File: config.mk
export PLATFORM = sky130hd
export DESIGN_NAME = adc_cfg_top
export DESIGN_NICKNAME = d
export VERILOG_FILES = /design/src/hw/adc_cfg_top.v /design/src/hw/sticky_flag.v
export VERILOG_INCLUDE_DIRS = /design/src /design/src/pkg
export SDC_FILE = /design/constraint.sdc
export NUM_CORES = 1
export LEC_CHECK = 0
export CORE_MARGIN = 1
export CORE_UTILIZATION = 41
export DETAILED_ROUTE_END_ITERATION = 16
export DONT_BUFFER_PORTS = 1
export PLACE_DENSITY_LB_ADDON = 0.12
export SLEW_MARGIN = 20
export SYNTH_ARGS = -nofsm -noshare
export SYNTH_HDL_FRONTEND = slang
export SYNTH_SLANG_ARGS = --single-unit
export TNS_END_PERCENT = 100
File: constraint.sdc
create_clock -name clk_in -period 4.6 [get_ports clk_in]
set_input_delay 0.92 -clock clk_in [delete_from_list [all_inputs] [get_ports clk_in]]
set_output_delay 0.92 -clock clk_in [all_outputs]
set_load 0.005 [all_outputs]
File: src/pkg/adc_cfg_regs.vh
// Register map, field positions and codes of the converter configuration block
`ifndef ADC_CFG_REGS_VH
`define ADC_CFG_REGS_VH

// ==========================================
// Offsets (byte addresses)
`define OFF_CONTROL 8'h08
`define OFF_CHANNEL_ENABLE_MASK 8'h0c
`define OFF_WATCHDOG_THRESHOLDS 8'h10
`define OFF_CONVERSION_STATUS 8'h14

// ==========================================
// Writable bits and reset values
`define CONTROL_WMASK 32'h0007f07f
`define MASK_WMASK 32'h000007ff
`define THRESH_WMASK 32'h0fff0fff
`define CONTROL_RESET 32'h00000000
`define MASK_RESET 32'h00000000
`define THRESH_RESET 32'h00000000

// ==========================================
// Field positions
`define CTL_EOS_IE 0
`define CTL_AWD_IE 1
`define CTL_TRG_EN 2
`define CTL_DMA_EN 3
`define CTL_SEL_LO_MSB 6
`define CTL_SEL_LO_LSB 4
`define CTL_WATCHDOG_CHANNEL_SELECT_MSB 15
`define CTL_WATCHDOG_CHANNEL_SELECT_LSB 12
`define CTL_SCAN_DIR 16
`define CTL_SEL_HI_MSB 18
`define CTL_SEL_HI_LSB 17
`define STA_EOS 0
`define STA_AWD 1

// ==========================================
// Trigger source codes
`define TRG_T1_CC1 5'h00
`define TRG_T1_CC2 5'h01
`define TRG_T1_CC3 5'h02
`define TRG_T2_CC2 5'h03
`define TRG_T1_CC45 5'h05
`define TRG_EXT_11 5'h07
`define TRG_T1_TRGO 5'h08
`define TRG_T13_CC1 5'h09
`define TRG_T14_CC1 5'h0a
`define TRG_T2_TRGO 5'h0d
`define TRG_EXT_15 5'h0f
`define TRG_T1_CC4 5'h10
`define TRG_T1_CC5 5'h11

// ==========================================
// Bus responses
`define RESP_OKAY 2'h0
`define RESP_SLVERR 2'h2

`endif
File: src/hw/adc_cfg_top.v
// Converter trigger, channel, watchdog and status configuration with AXI4-Lite slave
`timescale 1ns/1ps
`include "adc_cfg_regs.vh"
module adc_cfg_top (
	input wire clk_in,
	input wire rst_n_in,
	input wire [7:0] awaddr_in,
	input wire awvalid_in,
	output wire awready_out,
	input wire [31:0] wdata_in,
	input wire [3:0] wstrb_in,
	input wire wvalid_in,
	output wire wready_out,
	output reg [1:0] bresp_out,
	output reg bvalid_out,
	input wire bready_in,
	input wire [7:0] araddr_in,
	input wire arvalid_in,
	output wire arready_out,
	output reg [31:0] rdata_out,
	output reg [1:0] rresp_out,
	output reg rvalid_out,
	input wire rready_in,
	input wire [4:0] timer_one_compare_in,
	input wire timer_two_compare_two_in,
	input wire timer_thirteen_compare_one_in,
	input wire timer_fourteen_compare_one_in,
	input wire timer_one_trigger_out_in,
	input wire timer_two_trigger_out_in,
	input wire [1:0] external_line_in,
	input wire conv_done_in,
	input wire [3:0] conv_channel_in,
	input wire [11:0] conv_result_in,
	input wire seq_done_in,
	input wire busy_in,
	input wire [3:0] current_channel_in,
	input wire data_read_in,
	input wire [3:0] data_read_channel_in,
	output reg hw_trigger_out,
	output reg dma_request_out,
	output reg irq_out,
	output reg [10:0] channel_enable_out,
	output reg scan_direction_out,
	output reg trigger_code_invalid_out
);

	// ==========================================
	// Configuration registers
	reg [31:0] control_q;
	reg [31:0] channel_enable_mask_q;
	reg [31:0] watchdog_thresholds_q;

	wire [4:0] trigger_source_code;
	wire [2:0] trig_sel_low_part;
	wire [1:0] trig_sel_high_part;
	wire [3:0] watchdog_channel_select;
	wire [11:0] watchdog_high_threshold;
	wire [11:0] watchdog_low_threshold;

	assign trig_sel_low_part = control_q[`CTL_SEL_LO_MSB:`CTL_SEL_LO_LSB];
	assign trig_sel_high_part = control_q[`CTL_SEL_HI_MSB:`CTL_SEL_HI_LSB];
	assign trigger_source_code = {trig_sel_high_part, trig_sel_low_part};
	assign watchdog_channel_select = control_q[`CTL_WATCHDOG_CHANNEL_SELECT_MSB:`CTL_WATCHDOG_CHANNEL_SELECT_LSB];
	assign watchdog_high_threshold = watchdog_thresholds_q[27:16];
	assign watchdog_low_threshold = watchdog_thresholds_q[11:0];

	// ==========================================
	// Write channel: address and data taken in either order
	reg aw_have_q;
	reg [7:0] aw_addr_q;
	reg w_have_q;
	reg [31:0] w_data_q;
	reg [3:0] w_strb_q;
	wire do_write;
	wire [31:0] byte_mask;
	wire [31:0] wr_bits;
	wire wr_hit;

	assign awready_out = ~aw_have_q & ~bvalid_out;
	assign wready_out = ~w_have_q & ~bvalid_out;
	assign do_write = aw_have_q & w_have_q & ~bvalid_out;
	assign byte_mask = {{8{w_strb_q[3]}}, {8{w_strb_q[2]}}, {8{w_strb_q[1]}}, {8{w_strb_q[0]}}};
	assign wr_bits = w_data_q & byte_mask;
	assign wr_hit = (aw_addr_q == `OFF_CONTROL) || (aw_addr_q == `OFF_CHANNEL_ENABLE_MASK) ||
		(aw_addr_q == `OFF_WATCHDOG_THRESHOLDS) || (aw_addr_q == `OFF_CONVERSION_STATUS);

	always @(posedge clk_in or negedge rst_n_in) begin
		if (!rst_n_in) begin
			aw_have_q <= 1'b0;
			aw_addr_q <= 8'h00;
			w_have_q <= 1'b0;
			w_data_q <= 32'h00000000;
			w_strb_q <= 4'h0;
			bvalid_out <= 1'b0;
			bresp_out <= `RESP_OKAY;
		end else begin
			if (awvalid_in && awready_out) begin
				aw_have_q <= 1'b1;
				aw_addr_q <= {awaddr_in[7:2], 2'b00};
			end
			if (wvalid_in && wready_out) begin
				w_have_q <= 1'b1;
				w_data_q <= wdata_in;
				w_strb_q <= wstrb_in;
			end
			if (do_write) begin
				aw_have_q <= 1'b0;
				w_have_q <= 1'b0;
				bvalid_out <= 1'b1;
				bresp_out <= wr_hit ? `RESP_OKAY : `RESP_SLVERR;
			end else if (bvalid_out && bready_in) begin
				bvalid_out <= 1'b0;
			end
		end
	end

	wire wr_control;
	wire wr_mask;
	wire wr_thresh;
	wire wr_status;
	assign wr_control = do_write && (aw_addr_q == `OFF_CONTROL);
	assign wr_mask = do_write && (aw_addr_q == `OFF_CHANNEL_ENABLE_MASK);
	assign wr_thresh = do_write && (aw_addr_q == `OFF_WATCHDOG_THRESHOLDS);
	assign wr_status = do_write && (aw_addr_q == `OFF_CONVERSION_STATUS);

	// Reserved bits are masked off so they stay zero whatever is written
	always @(posedge clk_in or negedge rst_n_in) begin
		if (!rst_n_in) begin
			control_q <= `CONTROL_RESET;
			channel_enable_mask_q <= `MASK_RESET;
			watchdog_thresholds_q <= `THRESH_RESET;
		end else begin
			if (wr_control) begin
				control_q <= ((control_q & ~byte_mask) | wr_bits) & `CONTROL_WMASK;
			end
			// Not interlocked with busy; software keeps the mask still during conversion
			if (wr_mask) begin
				channel_enable_mask_q <= ((channel_enable_mask_q & ~byte_mask) | wr_bits) & `MASK_WMASK;
			end
			if (wr_thresh) begin
				watchdog_thresholds_q <= ((watchdog_thresholds_q & ~byte_mask) | wr_bits) & `THRESH_WMASK;
			end
		end
	end

	// ==========================================
	// Status flags
	wire eos_flag;
	wire awd_flag;
	wire eos_clear;
	wire awd_clear;
	wire awd_event;
	wire awd_channel_hit;
	wire awd_outside;

	assign eos_clear = wr_status & wr_bits[`STA_EOS];
	assign awd_clear = wr_status & wr_bits[`STA_AWD];
	assign awd_channel_hit = (conv_channel_in == watchdog_channel_select);
	assign awd_outside = (conv_result_in > watchdog_high_threshold) ||
		(conv_result_in < watchdog_low_threshold);
	assign awd_event = conv_done_in & awd_channel_hit & awd_outside;

	sticky_flag u_eos_flag (
		.clk_in(clk_in),
		.rst_n_in(rst_n_in),
		.set_in(seq_done_in),
		.clear_in(eos_clear),
		.flag_out(eos_flag)
	);

	sticky_flag u_awd_flag (
		.clk_in(clk_in),
		.rst_n_in(rst_n_in),
		.set_in(awd_event),
		.clear_in(awd_clear),
		.flag_out(awd_flag)
	);

	// Per-channel valid and overrun, cleared when that channel's data is read
	wire [10:0] valid_flags;
	wire [10:0] overrun_flags;
	genvar ch;
	generate
		for (ch = 0; ch < 11; ch = ch + 1) begin : g_chan
			wire done_here;
			wire read_here;
			assign done_here = conv_done_in && (conv_channel_in == ch);
			assign read_here = data_read_in && (data_read_channel_in == ch);
			sticky_flag u_valid (
				.clk_in(clk_in),
				.rst_n_in(rst_n_in),
				.set_in(done_here),
				.clear_in(read_here),
				.flag_out(valid_flags[ch])
			);
			sticky_flag u_overrun (
				.clk_in(clk_in),
				.rst_n_in(rst_n_in),
				.set_in(done_here & valid_flags[ch] & ~read_here),
				.clear_in(read_here),
				.flag_out(overrun_flags[ch])
			);
		end
	endgenerate

	// Only nine bit positions exist per field, so channels 9 and 10 are not visible
	wire [31:0] status_word;
	assign status_word = {3'h0, overrun_flags[8:0],
		3'h0, valid_flags[8:0],
		current_channel_in, 1'b0,
		busy_in,
		awd_flag, eos_flag};

	// ==========================================
	// Read channel
	reg [31:0] rd_word;
	reg rd_hit;
	assign arready_out = ~rvalid_out;

	always @* begin
		rd_word = 32'h00000000;
		rd_hit = 1'b1;
		case ({araddr_in[7:2], 2'b00})
			`OFF_CONTROL: rd_word = control_q;
			`OFF_CHANNEL_ENABLE_MASK: rd_word = channel_enable_mask_q;
			`OFF_WATCHDOG_THRESHOLDS: rd_word = watchdog_thresholds_q;
			`OFF_CONVERSION_STATUS: rd_word = status_word;
			default: rd_hit = 1'b0;
		endcase
	end

	always @(posedge clk_in or negedge rst_n_in) begin
		if (!rst_n_in) begin
			rvalid_out <= 1'b0;
			rdata_out <= 32'h00000000;
			rresp_out <= `RESP_OKAY;
		end else if (arvalid_in && arready_out) begin
			rvalid_out <= 1'b1;
			rdata_out <= rd_word;
			rresp_out <= rd_hit ? `RESP_OKAY : `RESP_SLVERR;
		end else if (rvalid_out && rready_in) begin
			rvalid_out <= 1'b0;
		end
	end

	// ==========================================
	// Trigger pins: two-flop synchroniser, then rising-edge detect
	wire [11:0] trig_pins;
	reg [11:0] trig_meta_q;
	reg [11:0] trig_sync_q;
	reg [11:0] trig_prev_q;
	wire [11:0] trig_rise;

	assign trig_pins = {external_line_in, timer_two_trigger_out_in, timer_one_trigger_out_in,
		timer_fourteen_compare_one_in, timer_thirteen_compare_one_in,
		timer_two_compare_two_in, timer_one_compare_in};

	always @(posedge clk_in or negedge rst_n_in) begin
		if (!rst_n_in) begin
			trig_meta_q <= 12'h000;
			trig_sync_q <= 12'h000;
			trig_prev_q <= 12'h000;
		end else begin
			trig_meta_q <= trig_pins;
			trig_sync_q <= trig_meta_q;
			trig_prev_q <= trig_sync_q;
		end
	end

	assign trig_rise = trig_sync_q & ~trig_prev_q;

	reg trig_hit;
	reg trig_bad;
	always @* begin
		trig_hit = 1'b0;
		trig_bad = 1'b0;
		case (trigger_source_code)
			`TRG_T1_CC1: trig_hit = trig_rise[0];
			`TRG_T1_CC2: trig_hit = trig_rise[1];
			`TRG_T1_CC3: trig_hit = trig_rise[2];
			`TRG_T2_CC2: trig_hit = trig_rise[5];
			`TRG_T1_CC45: trig_hit = trig_rise[3] | trig_rise[4];
			`TRG_EXT_11: trig_hit = trig_rise[10];
			`TRG_T1_TRGO: trig_hit = trig_rise[8];
			// Ambiguous code resolved to the timer-13 compare
			`TRG_T13_CC1: trig_hit = trig_rise[6];
			`TRG_T14_CC1: trig_hit = trig_rise[7];
			`TRG_T2_TRGO: trig_hit = trig_rise[9];
			`TRG_EXT_15: trig_hit = trig_rise[11];
			`TRG_T1_CC4: trig_hit = trig_rise[3];
			`TRG_T1_CC5: trig_hit = trig_rise[4];
			default: trig_bad = 1'b1;
		endcase
	end

	// ==========================================
	// Outputs to the sequencer and the system
	wire [10:0] mask_bits;
	assign mask_bits = channel_enable_mask_q[10:0];

	always @(posedge clk_in or negedge rst_n_in) begin
		if (!rst_n_in) begin
			hw_trigger_out <= 1'b0;
			dma_request_out <= 1'b0;
			irq_out <= 1'b0;
			channel_enable_out <= 11'h001;
			scan_direction_out <= 1'b0;
			trigger_code_invalid_out <= 1'b0;
		end else begin
			hw_trigger_out <= control_q[`CTL_TRG_EN] & trig_hit;
			dma_request_out <= control_q[`CTL_DMA_EN] & conv_done_in;
			irq_out <= (eos_flag & control_q[`CTL_EOS_IE]) |
				(awd_flag & control_q[`CTL_AWD_IE]);
			// An empty mask falls back to channel zero
			channel_enable_out <= (mask_bits == 11'h000) ? 11'h001 : mask_bits;
			scan_direction_out <= control_q[`CTL_SCAN_DIR];
			trigger_code_invalid_out <= trig_bad;
		end
	end

endmodule // adc_cfg_top

File: src/hw/sticky_flag.v
// Sticky hardware flag with clear, set winning over clear
`timescale 1ns/1ps
module sticky_flag (
	input wire clk_in,
	input wire rst_n_in,
	input wire set_in,
	input wire clear_in,
	output reg flag_out
);

	always @(posedge clk_in or negedge rst_n_in) begin
		if (!rst_n_in) begin
			flag_out <= 1'b0;
		end else if (set_in) begin
			// A new event in the clearing cycle must not be lost
			flag_out <= 1'b1;
		end else if (clear_in) begin
			flag_out <= 1'b0;
		end
	end

endmodule // sticky_flag

; ---- Word-level counts from Yosys, hierarchy flattened
; Cells that the tools add are included.
[totals]
ff_bits = 199
in_bits = 99
out_inout_bits = 57
elab_cells = 243
[classes]
order_cmp = 2
n_eq_ne = 37
n_mux = 46
bitwise_logic = 55
n_reduce_logical = 61
[op_table]
columns = cell, n
row1 = 29-bit case mux with 4 select lines, 1
row2 = 28-bit bitwise AND, 2
row3 = 2-bit nonzero test, 24
row4 = 1-bit 2-to-1 mux, 41
row5 = 4-bit by 3-bit == test with 1-bit output (second input constant), 8
row6 = 1-bit bitwise AND, 30
row7 = 28-bit inverter, 1
row8 = 28-bit OR, 1
row9 = 1-bit logical AND, 27
row10 = 5-bit by 4-bit == test with 1-bit output (second input constant), 5
row11 = 6-bit by 2-bit == test with 1-bit output (second input constant), 4
row12 = 6-bit by 3-bit == test with 1-bit output (second input constant), 4
row13 = 19-bit bitwise AND, 1
row14 = 19-bit OR, 1
row15 = 4-bit by 2-bit == test with 1-bit output (second input constant), 4
row16 = 1-bit inverter, 13
row17 = 1-bit case mux with 13 select lines, 1
row18 = 13-bit OR reduction, 1
row19 = 12-bit bitwise AND, 1
row20 = 12-bit greater-than comparator, 1
row21 = 12-bit less-than comparator, 1
row22 = 12-bit inverter, 1
row23 = 11-bit bitwise AND, 1
row24 = 11-bit zero test, 1
row25 = other kinds (15), 26

; ---- Longest topological paths before layout
; Gate-level depths: netlist of run 1.
[logic_depth]
depth_word = 6
depth_mapped = 7
ltp_nobuf = 7

; ---- Hierarchy
; A second synthesis of run 1 with hierarchy kept.
[hier_totals]
hier_cells = 681
area_unflattened_um2 = 8185.4
[modules_own_cells]
columns = module, instances, cells_per_inst, area_each_um2, seq_area_each_um2
row1 = adc_cfg_top, 1, 621, 7459.7, 4355.4
row2 = sticky_flag, 20, 3, 36.3, 25.0

; ---- Least setup slack after synthesis of run 1
; No wires, ideal clock.
[synth_timing]
path_kind = in2reg
startpoint = input port conv_result_in[11]
endpoint = register u_awd_flag.flag_out
setup_time_ns = 0.130
t_arrival_ns = 2.220
required_time_ns = 4.470
slack_ns = 2.250
cell_stages = 5
n_path_buf = 0
path_cell_list = ha_1 > and4_1 > or4b_2 > a32oi_1 > o41ai_1
[synth_between]
elab_chain_cells = 4
elab_cells_between_ends = 6
cone_classes = order compare: 2 / mux: 1 / bitwise: 1 / reduce/logical: 2
[synth_rtl]
columns = item, line_no
row1 = start: declaration, adc_cfg_top.v:33  ; input wire [11:0] conv_result_in,
row2 = 12-bit greater-than comparator / 12-bit less-than comparator (equally long branches), "adc_cfg_top.v:159, adc_cfg_top.v:160"
row3 = 1-bit logical OR (*), adc_cfg_top.v:159  ; assign awd_outside = (conv_result_in > watchdog_high_threshold) ||
row4 = 1-bit bitwise AND (*), adc_cfg_top.v:161  ; assign awd_event = conv_done_in & awd_channel_hit & awd_outside;
row5 = 1-bit 2-to-1 mux / 2-bit nonzero test (equally long branches), --
row6 = end signal: assignment, sticky_flag.v:13  ; flag_out <= 1'b0;
row7 = end signal: assignment, sticky_flag.v:16  ; flag_out <= 1'b1;
row8 = end signal: assignment, sticky_flag.v:18  ; flag_out <= 1'b0;
row9 = end: declaration, sticky_flag.v:8  ; output reg flag_out
; Mark *: on every way between the ends. The rest lies on a longest branch, timed or not.
; A chain may end at the register's enable or synchronous reset.

==> impl_metrics.sql, run 1 <==
INSERT INTO impl_metrics (metric_group, metric, value, unit) VALUES
('clock_network', 'cts-resized-gates', '0', ''),
('setup_path', 'critical_path.n_buffers_inverters', '0', ''),
('timing', 'rel_slew_slack', '0.456', ''),
('timing', 'fin_setup_tns', '0', 'ns'),
('placement', 'gp_routability_congestion', '0.826', ''),
('timing', 'finalMaxSlewViolations', '0', ''),
('clock_network', 'ctsHoldBuffers', '0', ''),
('placement', 'detailed_place_hpwl', '13500', 'um'),
('route', 'vias_per_cell', '5.47', ''),
('timing', 'timing.fmax', '0.424', 'GHz'),
('power', 'cellInternalPower', '3.49', 'mW'),
('setup_path', 'crit_fanout', '7', ''),
('clock_network', 'cts_buffers', '17', ''),
('global_route', 'first_global_vias', '5159', ''),
('route', 'post_drt_wl_per_cell', '20.4', 'um'),
('finish', 'area_of_combinational_cells_with_multiple_inputs', '3010', 'um^2'),
('job', 'timing.max_cap.violations', '0', ''),
('setup_path', 'highest_delay_cell_along_the_critical_path', 'sky130_fd_sc_hd__nor3b_1', ''),
('floorplan', 'top_level_ports', '156', ''),
('finish', 'area_growth_syn_to_layout', '9.92', '%'),
('floorplan', 'fp-row-count', '51', ''),
('route', 'drc_errors', '0', ''),
('clock_network', 'worstSkewPairLatency', '0.44', 'ns'),
('timing', 'final-setup-viol-count', '0', ''),
('setup_path', 'timing.critical_path.cells', 'or3_4 -> nor3b_2 -> nor3b_1 -> nand2_2 -> mux2_2', ''),
('route', 'initialDrtViolationCount', '315', ''),
('power', 'p_comb_frac', '0.178', ''),
('clock_network', 'cts.sinks', '194', ''),
('setup_path', 'largest_delay_share_family_worst_path', 'simple AND/OR/NAND/NOR gates', ''),
('finish', 'cell_area_after_layout', '8960', 'um^2'),
('global_route', 'globalRouteTotalUtil', '0.195', ''),
('clock_network', 'htreeDepth', '4', ''),
('timing', 'tightest_slew', '0.814', 'ns'),
('synth', 'synth-main-ff-cell', 'sky130_fd_sc_hd__dfrtp_1', ''),
('synth', 'synth_cells', '654', ''),
('setup_path', 'critical_path.max_stage_delay', '0.56', 'ns'),
('floorplan', 'core-area', '19500', 'um^2'),
('clock_network', 'max-clock-path-buffers', '2', ''),
('synth', 'async_reset_ff_frac', '1.00', ''),
('timing', 'fin_crit_sh', '0.513', ''),
('floorplan', 'die_width', '143', 'um'),
('finish', 'filler_cell_count', '1773', ''),
('route', 'antenna_violating_nets_post_route', '0', ''),
('finish', 'post_route_cells_drive_above_1_share', '0.204', ''),
('finish', 'final-instance-count-excl-fill', '918', ''),
('timing', 'timing.final.hold_violations', '0', ''),
('floorplan', 'dieHeight', '143', 'um'),
('global_route', 'number_of_antenna_violations_at_the_first_check_in_global_routing', '1', ''),
('synth', 'cell_area_after_synthesis', '8150', 'um^2'),
('setup_path', 'worstPathArrival', '2.68', 'ns'),
('synth', 'post-synth-top-area-fraction', '0.593', ''),
('placement', 'numPortBuffers', '0', ''),
('synth', 'ys_warn_count', '0', ''),
('power', 'cellPowerDensity', '557', 'nW/um^2'),
('route', 'vias_post_dr', '5023', ''),
('finish', 'combined_flip_flop_and_latch_cell_area', '4860', 'um^2'),
('finish', 'postLayoutCoreUtil', '0.460', ''),
('finish', 'finish.net_count', '761', ''),
('clock_network', 'register_clock_pin_slew_on_the_reported_worst_setup_and_hold_paths', '0.08', 'ns'),
('placement', 'post_dp_cell_area', '8350', 'um^2'),
('setup_path', 'required', '4.92', 'ns'),
('power', 'switching_power', '1.50', 'mW'),
('synth', 'synth_cell_type_count', '53', ''),
('floorplan', 'die_area', '20400', 'um^2'),
('global_route', 'grt_pass1_wl', '29200', 'um'),
('synth', 'postSynthRegisterBits', '194', ''),
('timing', 'final_period_minus_worst_setup_slack', '2.36', 'ns'),
('power', 'p_leak', '3.98', 'nW'),
('status', 'outcome', 'completed', ''),
('clock_network', 'postCtsSetupRepairBufs', '0', ''),
('worst_hold_path', 'hp-class', 'in -> async', '');
[Yosys cell counts, drive strengths merged (3+ instances only)]
| library cell | number |
|---|---|
| nor2b | 7 |
| o21ai | 15 |
| and3b | 4 |
| nand3 | 13 |
| o31ai | 12 |
| dfrtp | 193 |
| a22oi | 12 |
| and2 | 3 |
| a221oi | 6 |
| nor4 | 4 |
| mux2 | 84 |
| a22o | 19 |
| a21o | 12 |
| inv | 33 |
| clkbuf | 33 |
| nor3b | 6 |
| nor2 | 17 |
| nand2 | 50 |
| mux2i | 11 |
| ha | 23 |
| nand3b | 4 |
| xnor2 | 4 |
| nand4 | 5 |
| buf | 9 |
| a31oi | 4 |
| a21oi | 32 |
| nor3 | 5 |
| nand2b | 3 |
| a32oi | 6 |
[area by class of cell]
type,instances,area share
sequential,194,0.542
multi-input combinational,389,0.336
clock buffer,18,0.0479
tap,265,0.0370
clock inverter,14,0.0200
inverter,33,0.0138
timing repair buffer,4,0.00335
antenna,1,0.000279
[layout by cell type, fill, tap and decap left out, types with 5 or more instances in the layout]
master,count
sky130_fd_sc_hd__nor3_1,5
sky130_fd_sc_hd__a22oi_1,12
sky130_fd_sc_hd__a32oi_1,6
sky130_fd_sc_hd__conb_1,5
sky130_fd_sc_hd__clkbuf_16,17
sky130_fd_sc_hd__o21ai_0,15
sky130_fd_sc_hd__inv_1,33
sky130_fd_sc_hd__nand3_1,13
sky130_fd_sc_hd__nor2b_1,7
sky130_fd_sc_hd__nor2_1,17
sky130_fd_sc_hd__nand4_1,5
sky130_fd_sc_hd__dfrtp_1,193
sky130_fd_sc_hd__a22o_1,19
sky130_fd_sc_hd__a21oi_1,32
sky130_fd_sc_hd__a221oi_1,6
sky130_fd_sc_hd__mux2_2,83
sky130_fd_sc_hd__mux2i_1,11
sky130_fd_sc_hd__a21o_1,12
sky130_fd_sc_hd__ha_1,23
sky130_fd_sc_hd__o31ai_1,12
sky130_fd_sc_hd__nand2_1,47
[final timing paths]
| path | startpoint | endpoint | slack [ns] | cells past startpoint |
|---|---|---|---|---|
| min reg2reg | trig_meta_q[8] | trig_sync_q[8] | 0.34 | 0 |
| max in group asynchronous | rst_n_in | asynchronous set/reset pin | 4.15 | 0 |
| min | rst_n_in | rdata_out[6] | 0.17 | 0 |
| max | aw_addr_q[5] | flip-flop | 2.24 | 5 |
| max reg2reg | aw_addr_q[5] | flip-flop | 2.24 | 5 |
| min in group clk_in | trig_meta_q[8] | trig_sync_q[8] | 0.34 | 0 |
[logic make-up (layout without fill, tap and decap cells)]
group	after synthesis	in the layout	share of synthesized area
flip-flops	194	194	0.596
AND/OR/NAND/NOR	129	129	0.0834
adder cells (fa/ha/maj)	23	23	0.0353
buffers and inverters	75	69	0.0372
other	1	6	0.000460
AO/OA/AOI/OAI	133	133	0.114
XOR/XNOR	4	4	0.00430
multiplexers	95	95	0.130
[stage by stage]
| step | power, mW | worst slack, ns | hold slack, ns |
|---|---|---|---|
| after detailed placement | 3.53 | 1.83 | 0.335 |
| after global routing | 5.29 | 2.07 | 0.155 |
| after floorplan | 3.21 | 2.25 | 0.331 |
| after CTS | 5.05 | 2.17 | 0.158 |
| after global placement | 3.48 | 1.90 | 0.333 |
| final | 4.99 | 2.24 | 0.174 |
[power by group through the flow]
stage	registers [mW]	logic (mW)	clock network (mW)
finish	2.59	0.888	1.51
global route	2.67	1.00	1.62
CTS	2.60	0.903	1.54
detailed placement	2.64	0.897	0
global placement	2.62	0.858	0
floorplan	2.42	0.794	0
[worst reg2reg max path: cells and delay by family, from the launching register on]
kind,cells,cell delay [ns]
flip-flops,1,0.37
multiplexers,1,0.34
AND/OR/NAND/NOR,4,1.52
[routing by layer]
metal / vias up / GRT usage / wire length (um)
li1: 2308 / - / -
met1: 2543 / 0.263 / 8550
met2: 149 / 0.294 / 8480
met3: 23 / 0.0567 / 1360
met4: 0 / 0.0809 / 365
met5: - / 0 / 0
No activity file was read; power rests on OpenSTA's default activity.
==> run 2, diff against run 1 <==
- clock period: 4.6 -> 2.2 ns (I/O delays scaled with it)
==> run 2 against run 1 <==
Net effect:
- the run now ends with negative hold slack left
- sequential cell count unchanged
- worst hold slack got worse by 0.48 ns
- die area unchanged
- largest cell class unchanged
==> impl_metrics.sql, run 2 (synthesis results as in run 1) <==
INSERT INTO impl_metrics (metric_group, metric, value, unit) VALUES
('status', 'outcome', 'finished with violations', ''),
('status', 'violations', 'negative hold slack', ''),
('global_route', 'grt_start_max_net_pins', '195', ''),
('floorplan', 'dieHeight', '143', 'um'),
('global_route', 'gr-total-overflow', '0', ''),
('timing', 'finalMaxSlewViolations', '0', ''),
('floorplan', 'core-area', '19500', 'um^2'),
('placement', 'detailed_place_hpwl', '13800', 'um'),
('timing', 'worst_clock_skew', '0.00713', 'ns'),
('route', 'drc_errors', '0', ''),
('finish', 'finish.net_count', '770', ''),
('timing', 'fin_crit_sh', '0.900', ''),
('timing', 'final_period_minus_worst_setup_slack', '1.98', 'ns'),
('clock_network', 'register_clock_pin_slew_on_the_reported_worst_setup_and_hold_paths', '0.08', 'ns'),
('route', 'vias_per_cell', '5.37', ''),
('route', 'first_pass_iters', '4', ''),
('power', 'p_leak', '4.01', 'nW'),
('worst_hold_path', 'hp-class', 'in -> async', ''),
('clock_network', 'cts-resized-gates', '0', ''),
('timing', 'timing.fmax', '0.505', 'GHz'),
('clock_network', 'htreeDepth', '4', ''),
('route', 'antenna_violating_nets_post_route', '0', ''),
('power', 'cellPowerDensity', '1140', 'nW/um^2'),
('finish', 'post_route_cells_drive_above_1_share', '0.216', ''),
('floorplan', 'fp-row-count', '51', ''),
('setup_path', 'crit_type', 'reg -> reg', ''),
('placement', 'gp_routability_congestion', '0.828', ''),
('placement', 'post_dp_cell_area', '8450', 'um^2'),
('timing', 'final-setup-viol-count', '0', ''),
('setup_path', 'critical_path.n_buffers_inverters', '1', ''),
('setup_path', 'critical_path.max_stage_delay', '0.58', 'ns'),
('clock_network', 'cts_buffers', '17', ''),
('floorplan', 'die_area', '20400', 'um^2'),
('finish', 'postLayoutCoreUtil', '0.463', ''),
('floorplan', 'top_level_ports', '156', ''),
('finish', 'final_cell_mix', 'sky130_fd_sc_hd__dfrtp_1, sky130_fd_sc_hd__mux2_2, sky130_fd_sc_hd__nand2_1, sky130_fd_sc_hd__inv_1, sky130_fd_sc_hd__a21oi_1', ''),
('finish', 'final-instance-count-excl-fill', '926', ''),
('setup_path', 'worstPathArrival', '2.29', 'ns'),
('finish', 'area_growth_syn_to_layout', '10.6', '%'),
('route', 'post_drt_wl_per_cell', '20.1', 'um'),
('timing', 'tightest_slew', '0.543', 'ns'),
('timing', 'fin_setup_tns', '0', 'ns'),
('global_route', 'globalRouteTotalUtil', '0.196', ''),
('setup_path', 'timing.critical_path.cells', 'inv_1 -> ha_1 -> and4_1 -> or4b_2 -> a32oi_1 -> o41ai_1', ''),
('clock_network', 'cts_tree', 'done', ''),
('timing', 'final.hold.worst_slack', '-0.303', 'ns'),
('setup_path', 'setup.worst_path.start_class', 'flip-flop', ''),
('global_route', 'grt_pass1_wl', '29300', 'um'),
('clock_network', 'cts.sinks', '194', ''),
('floorplan', 'start_util', '0.419', ''),
('route', 'initialDrtViolationCount', '222', ''),
('setup_path', 'required', '2.51', 'ns'),
('route', 'vias_post_dr', '4968', ''),
('clock_network', 'max-clock-path-buffers', '2', ''),
('clock_network', 'postCtsSetupRepairBufs', '0', ''),
('floorplan', 'die_width', '143', 'um'),
('placement', 'numPortBuffers', '0', ''),
('clock_network', 'cts-root-buf', 'sky130_fd_sc_hd__clkbuf_16', ''),
('route', 'wl', '18600', 'um'),
('setup_path', 'endpoint_kind', 'flip-flop', ''),
('timing', 'timing.final.hold_violations', '194', ''),
('setup_path', 'crit_fanout', '3', ''),
('global_route', 'first_global_vias', '5005', ''),
('finish', 'final_common_cell', 'sky130_fd_sc_hd__dfrtp_1', ''),
('finish', 'antenna-diode-count', '0', ''),
('finish', 'cell_area_after_layout', '9010', 'um^2'),
('global_route', 'number_of_antenna_violations_at_the_first_check_in_global_routing', '0', ''),
('timing', 'unrepaired_setup_endpoints_after_global_routing', 'no', ''),
('placement', 'placedCellCount', '894', ''),
('power', 'vdd_drop_max', '0.545', 'mV'),
('job', 'timing.max_cap.violations', '0', ''),
('setup_path', 'highest_delay_cell_along_the_critical_path', 'sky130_fd_sc_hd__or4b_2', ''),
('clock_network', 'worstSkewPairLatency', '0.43', 'ns'),
('timing', 'rel_slew_slack', '0.637', ''),
('setup_path', 'largest_delay_share_family_worst_path', 'simple AND/OR/NAND/NOR gates', '');
-- run 2: worst paths after layout --
| check | start | end | slack, ns | depth (start not counted) |
|---|---|---|---|---|
| worst max-delay path | flip-flop | u_awd_flag.flag_out | 0.22 | 6 |
| worst min-delay path | rst_n_in | channel_enable_out[6] | -0.30 | 0 |
| worst max register to register | flip-flop | u_awd_flag.flag_out | 0.22 | 6 |
| worst min register to register | trig_meta_q[11] | trig_sync_q[11] | 0.35 | 0 |
| max in group asynchronous | rst_n_in | g_chan[4].u_overrun.flag_out | 2.15 | 0 |
| min in group clk_in | timer_one_compare_in[2] | trig_meta_q[2] | 0.03 | 0 |
-- run 2: worst register-to-register path, stage by stage, from the launching register on --
cell	delay (ns)
sky130_fd_sc_hd__dfrtp_1	0.40
sky130_fd_sc_hd__inv_1	0.06
sky130_fd_sc_hd__ha_1	0.28
sky130_fd_sc_hd__and4_1	0.21
sky130_fd_sc_hd__or4b_2	0.58
sky130_fd_sc_hd__a32oi_1	0.23
sky130_fd_sc_hd__o41ai_1	0.10
-- run 2: layout make-up --
| class | count | area (um^2) |
|---|---|---|
| Clock buffer | 18 | 439 |
| Tap cell | 265 | 332 |
| Sequential cell | 194 | 4860 |
| Inverter | 33 | 124 |
| Multi-Input combinational cell | 389 | 3010 |
| Fill cell | 1788 | 10500 |
| Timing Repair Buffer | 13 | 135 |
| Clock inverter | 14 | 119 |
-- run 2: layer usage --
layer	vias up	routed length, um	track usage
met5	-	0	0
met1	2478	8740	0.272
met4	0	315	0.0651
met3	23	1270	0.0567
met2	136	8290	0.294
li1	2331	-	-
-- run 2: report_power, final --
group	total, mW	internal (mW)	switching, mW
clock network	2.94	1.51	1.42
registers	5.41	4.52	0.900
logic	1.92	1.10	0.812
-- run 2: stage by stage --
stage	hold WS, ns	power [mW]	worst slack, ns
floorplan	0.144	6.72	0.284
global placement	0.151	7.32	0.249
detailed placement	0.154	7.43	0.215
CTS	-0.319	10.4	0.203
global route	-0.326	10.9	0.122
finish	-0.303	10.3	0.220
